--- src/hdl/commutation_pkg.sv ---
package commutation_pkg;

  // Per-phase output state
  typedef enum logic [1:0] {
    PH_FLOAT = 2'h0,
    PH_LOW   = 2'h1,
    PH_HIGH  = 2'h2
  } phase_state_t;

  // Sequencer step, Gray coded along the stepping order
  typedef enum logic [2:0] {
    STEP_0 = 3'h0,
    STEP_1 = 3'h1,
    STEP_2 = 3'h3,
    STEP_3 = 3'h2,
    STEP_4 = 3'h6,
    STEP_5 = 3'h4
  } step_t;

  // Drive request for the three phases
  typedef struct packed {
    phase_state_t a;
    phase_state_t b;
    phase_state_t c;
  } phase_set_t;

  // Per-transistor signals: bit 0 upper (high side), bit 1 lower
  typedef struct packed {
    logic [1:0] a;
    logic [1:0] b;
    logic [1:0] c;
  } xtor_set_t;

  localparam int unsigned SYNC_STAGES = 2;

endpackage

--- src/hdl/pin_sync.sv ---
module pin_sync #(
  parameter int unsigned WIDTH = 1
) (
  input  wire logic             clk,
  input  wire logic             sys_rst,
  input  wire logic [WIDTH-1:0] async_in,
  output logic      [WIDTH-1:0] sync_out
);
  import commutation_pkg::*;

  typedef struct packed {
    logic [WIDTH-1:0] meta;
    logic [WIDTH-1:0] stable;
  } sync_state_t;

  sync_state_t state_q;
  sync_state_t state_d;

  always_comb begin
    state_d        = state_q;
    state_d.meta   = async_in;
    state_d.stable = state_q.meta;
  end

  always_ff @(posedge clk or posedge sys_rst) begin
    if (sys_rst) begin
      state_q <= '0;
    end else begin
      state_q <= state_d;
    end
  end

  assign sync_out = state_q.stable;

endmodule

--- src/hdl/three_phase_commutation_sequencer.sv ---
//////////////////////////////////////////////////////////////////////////////
//////////////////////////////////////////////////////////////////////////////
module three_phase_commutation_sequencer (
  input  wire logic                         clk,
  input  wire logic                         sys_rst,
  input  wire logic                         rotation_sel,
  input  wire logic                         seq_reset,
  input  wire logic                         brake,
  input  wire logic                         test_disable,
  input  wire logic                         commutate,
  input  wire commutation_pkg::xtor_set_t   overtemp,
  output commutation_pkg::phase_set_t       phase_state,
  output commutation_pkg::xtor_set_t        xtor_on,
  output logic                              phase_a_drive,
  output logic                              phase_b_drive,
  output logic                              phase_c_drive,
  output logic                              phase_a_oe,
  output logic                              phase_b_oe,
  output logic                              phase_c_oe,
  output commutation_pkg::step_t            step
);
  import commutation_pkg::*;

  //////////////////////////////////////////////////////////////////////////////
  // Pin synchronisers; commutate comes from on-chip timing on clk

  logic [9:0] pins_sync;
  logic       rot_s;
  logic       rst_s;
  logic       brk_s;
  logic       tst_s;
  xtor_set_t  ot_s;

  pin_sync #(
    .WIDTH (10)
  ) u_pin_sync (
    .clk      (clk),
    .sys_rst  (sys_rst),
    .async_in ({rotation_sel, seq_reset, brake, test_disable, overtemp}),
    .sync_out (pins_sync)
  );

  assign {rot_s, rst_s, brk_s, tst_s, ot_s} = pins_sync;

  //////////////////////////////////////////////////////////////////////////////
  // Step to pattern tables

  function automatic phase_set_t fwd_pattern(input step_t s);
    unique case (s)
      STEP_0:  fwd_pattern = '{PH_FLOAT, PH_LOW,   PH_HIGH};
      STEP_1:  fwd_pattern = '{PH_HIGH,  PH_LOW,   PH_FLOAT};
      STEP_2:  fwd_pattern = '{PH_HIGH,  PH_FLOAT, PH_LOW};
      STEP_3:  fwd_pattern = '{PH_FLOAT, PH_HIGH,  PH_LOW};
      STEP_4:  fwd_pattern = '{PH_LOW,   PH_HIGH,  PH_FLOAT};
      STEP_5:  fwd_pattern = '{PH_LOW,   PH_FLOAT, PH_HIGH};
      default: fwd_pattern = '{PH_FLOAT, PH_FLOAT, PH_FLOAT};
    endcase
  endfunction

  function automatic phase_set_t rev_pattern(input step_t s);
    unique case (s)
      STEP_0:  rev_pattern = '{PH_HIGH,  PH_LOW,   PH_FLOAT};
      STEP_1:  rev_pattern = '{PH_FLOAT, PH_LOW,   PH_HIGH};
      STEP_2:  rev_pattern = '{PH_LOW,   PH_FLOAT, PH_HIGH};
      STEP_3:  rev_pattern = '{PH_LOW,   PH_HIGH,  PH_FLOAT};
      STEP_4:  rev_pattern = '{PH_FLOAT, PH_HIGH,  PH_LOW};
      STEP_5:  rev_pattern = '{PH_HIGH,  PH_FLOAT, PH_LOW};
      default: rev_pattern = '{PH_FLOAT, PH_FLOAT, PH_FLOAT};
    endcase
  endfunction

  function automatic step_t next_step(input step_t s);
    unique case (s)
      STEP_0:  next_step = STEP_1;
      STEP_1:  next_step = STEP_2;
      STEP_2:  next_step = STEP_3;
      STEP_3:  next_step = STEP_4;
      STEP_4:  next_step = STEP_5;
      STEP_5:  next_step = STEP_0;
      default: next_step = STEP_0;
    endcase
  endfunction

  function automatic logic [1:0] gates(input phase_state_t p,
                                       input logic [1:0]   hot);
    logic [1:0] g;
    g = {p == PH_LOW, p == PH_HIGH};
    // Sensor only meaningful while conducting, so it gates its own device
    gates = g & ~hot;
  endfunction

  //////////////////////////////////////////////////////////////////////////////
  // State

  typedef struct packed {
    step_t      step;
    phase_set_t phases;
    xtor_set_t  xtor;
  } seq_state_t;

  seq_state_t state_q;
  seq_state_t state_d;
  phase_set_t pat;

  always_comb begin
    state_d = state_q;
    pat     = rot_s ? fwd_pattern(state_q.step) : rev_pattern(state_q.step);
    if (brk_s) begin
      state_d.phases = '{PH_LOW, PH_LOW, PH_LOW};
    end else if (tst_s) begin
      state_d.phases = '{PH_FLOAT, PH_FLOAT, PH_FLOAT};
    end else if (rst_s) begin
      state_d.step   = STEP_0;
      state_d.phases = rot_s ? fwd_pattern(STEP_0)
                             : rev_pattern(STEP_0);
    end else begin
      // Pattern follows the held step; an event moves it on next cycle
      state_d.phases = pat;
      if (commutate) begin
        state_d.step = next_step(state_q.step);
      end
    end
    state_d.xtor.a = gates(state_d.phases.a, ot_s.a);
    state_d.xtor.b = gates(state_d.phases.b, ot_s.b);
    state_d.xtor.c = gates(state_d.phases.c, ot_s.c);
  end

  always_ff @(posedge clk or posedge sys_rst) begin
    if (sys_rst) begin
      state_q <= '{STEP_0, '{PH_FLOAT, PH_FLOAT, PH_FLOAT}, '0};
    end else begin
      state_q <= state_d;
    end
  end

  //////////////////////////////////////////////////////////////////////////////
  // Outputs; a disabled transistor leaves the phase floating

  assign phase_state   = state_q.phases;
  assign xtor_on       = state_q.xtor;
  assign step          = state_q.step;
  assign phase_a_drive = state_q.xtor.a[0];
  assign phase_b_drive = state_q.xtor.b[0];
  assign phase_c_drive = state_q.xtor.c[0];
  assign phase_a_oe    = |state_q.xtor.a;
  assign phase_b_oe    = |state_q.xtor.b;
  assign phase_c_oe    = |state_q.xtor.c;

  //////////////////////////////////////////////////////////////////////////////
  // Checks

  a_brake_all_low: assert property (@(posedge clk) disable iff (sys_rst)
    brk_s |=> (phase_state == phase_set_t'{PH_LOW, PH_LOW, PH_LOW}))
    else $error("brake did not drive all phases low");

  a_test_all_float: assert property (@(posedge clk) disable iff (sys_rst)
    (!brk_s && tst_s)
      |=> (phase_state == phase_set_t'{PH_FLOAT, PH_FLOAT, PH_FLOAT}))
    else $error("test did not float all phases");

  a_reset_fwd_state: assert property (@(posedge clk)
    disable iff (sys_rst)
    (!brk_s && !tst_s && rst_s && rot_s)
      |=> (phase_state == phase_set_t'{PH_FLOAT, PH_LOW, PH_HIGH}))
    else $error("forward reset state wrong");

  a_reset_rev_state: assert property (@(posedge clk)
    disable iff (sys_rst)
    (!brk_s && !tst_s && rst_s && !rot_s)
      |=> (phase_state == phase_set_t'{PH_HIGH, PH_LOW, PH_FLOAT}))
    else $error("reverse reset state wrong");

  a_step_advance: assert property (@(posedge clk) disable iff (sys_rst)
    (!brk_s && !tst_s && !rst_s && commutate)
      |=> (step == next_step($past(step))))
    else $error("step did not advance once");

  a_step_hold: assert property (@(posedge clk) disable iff (sys_rst)
    ((brk_s || tst_s || !commutate) && !rst_s) |=> $stable(step))
    else $error("step moved without event");

  a_fwd_sequence: assert property (@(posedge clk) disable iff (sys_rst)
    (!brk_s && !tst_s && !rst_s && rot_s)
      |=> (phase_state == fwd_pattern($past(step))))
    else $error("forward pattern wrong");

  a_rev_sequence: assert property (@(posedge clk) disable iff (sys_rst)
    (!brk_s && !tst_s && !rst_s && !rot_s)
      |=> (phase_state == rev_pattern($past(step))))
    else $error("reverse pattern wrong");

  a_hot_xtor_off: assert property (@(posedge clk) disable iff (sys_rst)
    (ot_s != '0) |=> ((xtor_on & $past(ot_s)) == '0))
    else $error("hot transistor left on");

  a_brake_priority: assert property (@(posedge clk) disable iff (sys_rst)
    (brk_s && tst_s) |=> (phase_state.a == PH_LOW))
    else $error("test overrode brake");

  a_reset_zero_step: assert property (@(posedge clk)
    disable iff (sys_rst)
    (!brk_s && !tst_s && rst_s) |=> (step == STEP_0))
    else $error("reset did not return step to start");

  // Test outranks reset, so the step must survive a reset under test
  a_test_over_reset: assert property (@(posedge clk)
    disable iff (sys_rst)
    (!brk_s && tst_s && rst_s) |=> $stable(step))
    else $error("reset acted while test was active");

  a_hot_high_off: assert property (@(posedge clk)
    disable iff (sys_rst)
    ot_s.c[0] |=> !(phase_c_oe && phase_c_drive))
    else $error("hot upper transistor still drives");

  a_hot_low_off: assert property (@(posedge clk)
    disable iff (sys_rst)
    ot_s.b[1] |=> !(phase_b_oe && !phase_b_drive))
    else $error("hot lower transistor still drives");

endmodule

--- config.mk ---
export PLATFORM = sky130hd
export DESIGN_NAME = three_phase_commutation_sequencer
export DESIGN_NICKNAME = d
export VERILOG_FILES = /design/src/hdl/commutation_pkg.sv /design/src/hdl/pin_sync.sv /design/src/hdl/three_phase_commutation_sequencer.sv
export SDC_FILE = /design/constraint.sdc
export NUM_CORES = 1
export LEC_CHECK = 0
export BUFFER_PORTS_ARGS = -buffer_cell sky130_fd_sc_hd__buf_2
export CAP_MARGIN = 20
export CORE_AREA = 2 2 52 54
export CTS_CLUSTER_DIAMETER = 120
export DETAILED_ROUTE_END_ITERATION = 10
export DIE_AREA = 0 0 54 56
export PLACE_DENSITY = 0.77
export RECOVER_POWER = 25
export SLEW_MARGIN = 20
export SYNTH_ARGS = -nofsm -noshare
export SYNTH_HDL_FRONTEND = slang
export SYNTH_SLANG_ARGS = --single-unit
export TNS_END_PERCENT = 100
--- constraint.sdc ---
create_clock -name clk -period 1.4 [get_ports clk]
set_input_delay 0.28 -clock clk [delete_from_list [all_inputs] [get_ports clk]]
set_output_delay 0.28 -clock clk [all_outputs]
set_load 0.02 [all_outputs]
==> flow_summary.toml <==
[outcome]
status = "complete, no violations"

[synth]
synth.distinct_cells = 27
synth_fp_nets = 95
synthCells = 82
synth_edf_count = 0
postSynthAreaPerCell_um2 = 14.3
syn_area_um2 = 1170
yosys_warnings = 0
ys_dominant_reg_cell = "dfrtp_1"
ys_ff_latch = 35
synth-seq-area-share_pct = 74.8
synthArstFlopShare_pct = 100

[worst_hold_path]
min_path_type = "input port to flop"

[floorplan]
pin_count = 34
std_cell_rows = 18
die-height_um = 56
start_util_pct = 48.1
coreArea_um2 = 2430
die_area_um2 = 3020
die_w_um = 54

[final_layout]
area_growth_syn_to_layout_pct = 24.3
final_common_cell = "dfrtp_1"
drive_gt1_share_pct = 39.7
mostFrequentLayoutCells = "35 x dfrtp_1, 30 x buf_2, 6 x nor2_1"
fin_cells = 151
num_antenna_cells = 0
finish.utilization_pct = 59.8
nets = 134

[grt]
grtUsageTotal_pct = 13.8
grt_pass1_vias = 665
antenna_found_initial = 0
grt_max_degree = 36
gr-total-overflow = 0
grt_first_pass_wirelength_um = 2790

[timing]
slew_violations = 0
fin_worst_skew_ns = 0.00458
max_slew_margin_pct = 46.1
finalCriticalPeriod_ns = 1.36
rsz0062_at_grt = "yes"
fmax_mhz = 733
hold_viol = 0
period_share_pct = 97.4
worstMarginPinSlew_ns = 0.808
finalSetupViolCount = 0
finalWorstSetupSlack_ns = 0.0363

[critical_path]
cp-endpoint = "phase_c_oe"
r2r_slack_ns = 0.11
worstPathMaxFanout = 2
critical_path_depth = 2
path_class = "flop to primary output"
slowest_delay_ns = 0.39
reg2reg_to = "phase_a_drive"
cp_cell_sequence = "or2_4, buf_6"
cp-end-kind = "primary output"
reg2regPathDepth = 3
crit_buf_inv = 1
cp-startpoint = "xtor_on[1]"
required_ns = 1.12
cp_top_family = "flip-flops"
startpoint_type = "flop"
r2r-start = "step[1]"
worstPathArrival_ns = 1.08
crit_slowest_cell = "dfrtp_1"

[clocking]
htree_num_levels = 2
cts.path.max_buffers = 2
clockRootBuffer = "clkbuf_4"
postCtsHoldBufs = 0
cts.reportedPaths.clkPinSlew_ns = 0.09
cts_tree = "done"
clk_latency_ns = 0.32
numCtsBuffers = 5
cts.sinks = 35

[placed_design]
port_buffers = 33
pre_cts_slack_ns = 0.0760
place_inst = 142
gp_congestion = 0.809
dpl.hpwl_um = 1340

[power]
finalPower_mw = 1.95
powerDensity_nw_per_um2 = 1340
power_leakage_nw = 0.755
irDropWorstVdd_v = 0.000797

[route]
viasPerCell = 4.89
wl_per_cell_um = 12.5
routed_wirelength_um = 1890
drc = 0
drtAntennaViolNets = 0
drt-pass1-iter-count = 4
drt_iter0_markers = 6
route.vias.total = 739

[run]
cap_violations = 0
## cell families (layout without fill, tap and decap cells)
kind of cell	after synthesis	count (layout)	share of synthesized area (%)
buffers and inverters	9	48	3.85
and+or+nand+nor	23	23	11.0
DFF	35	35	74.8
AOI/OAI and AO/OA	15	15	10.4
## cells in the mapped netlist, types with 2 or more instances
cell | number | area, um^2
nand2_1 | 3 | 11.3
or2_2 | 3 | 18.8
a32oi_1 | 2 | 17.5
a211oi_1 | 2 | 15.0
o21ai_1 | 2 | 10.0
nor3b_1 | 2 | 15.0
o21bai_1 | 2 | 15.0
buf_4 | 3 | 22.5
nor2_1 | 6 | 22.5
dfrtp_1 | 35 | 876
inv_1 | 5 | 18.8
nor2b_1 | 2 | 12.5
## cell type report
class | count | area (um^2)
inverters | 5 | 18.8
fillers | 192 | 977
clock inverters | 1 | 5.00
repair buffers | 36 | 204
multi-input cells | 38 | 263
flip-flops and latches | 35 | 876
clock buffers | 6 | 51.3
well taps | 30 | 37.5
## power breakdown
group / switching [mW] / total (mW) / internal (mW) / leakage, nW
registers: 0.0592 / 1.14 / 1.08 / 0.425
logic: 0.167 / 0.292 / 0.125 / 0.296
clock network: 0.289 / 0.522 / 0.232 / 0.0341
total: 0.516 / 1.95 / 1.44 / 0.755
## metal layers
layer | global-route usage (%) | vias to the layer above | part of all wire, %
met3 | 4.84 | 7 | 6.3
li1 | - | 353 | -
met5 | 0 | - | 0
met1 | 13.7 | 351 | 38
met2 | 22.3 | 28 | 52
met4 | 10.7 | 0 | 3.3
## worst min path at each step
| stage | startpoint | endpoint | slack, ns | cells after the start |
|---|---|---|---|---|
| finish | overtemp[5] | u_pin_sync.state_d[5] | 0.05 | 1 |
| global route | test_disable | u_pin_sync.state_d[6] | 0.03 | 1 |
| CTS | sys_rst | phase_state[5] | 0.03 | 3 |
| detailed placement | u_pin_sync.state_d[0] | u_pin_sync.sync_out[0] | 0.33 | 0 |
| global placement | u_pin_sync.state_d[8] | u_pin_sync.sync_out[8] | 0.33 | 0 |
| floorplan | overtemp[0] | u_pin_sync.state_d[0] | 0.31 | 0 |
## what timing repair did
action,CTS,global route
resized for setup,6,4
pin swaps,0,3
hold endpoints to repair,0,0
buffers inserted,2,0
setup endpoints to repair,3,4
## registers in the layout, indices dropped and copies added (netlist names)
register and cells:
phase_state 6, phase_b_drive 1, step 3, phase_a_drive 1, u_pin_sync.state_d 10, phase_c_drive 1
u_pin_sync.sync_out 10, xtor_on 3
## worst register-to-register path: stages, from the launching register on
cell       delay (ns)
dfrtp_1          0.47
o21bai_1         0.25
nor2_1           0.10
a2111oi_2        0.36
## metrics by stage
| stage | TNS, ns | hold WS [ns] | area [um^2] |
|---|---|---|---|
| after floorplan | 0 | 0.311 | 1170 |
| after global routing | -0.0332 | 0.0290 | 1460 |
| after detailed placement | 0 | 0.335 | 1360 |
| after CTS | -0.0418 | 0.0281 | 1440 |
| after global placement | 0 | 0.331 | 1360 |
| final | 0 | 0.0528 | 1460 |
Power figures use the tool's default switching activity.
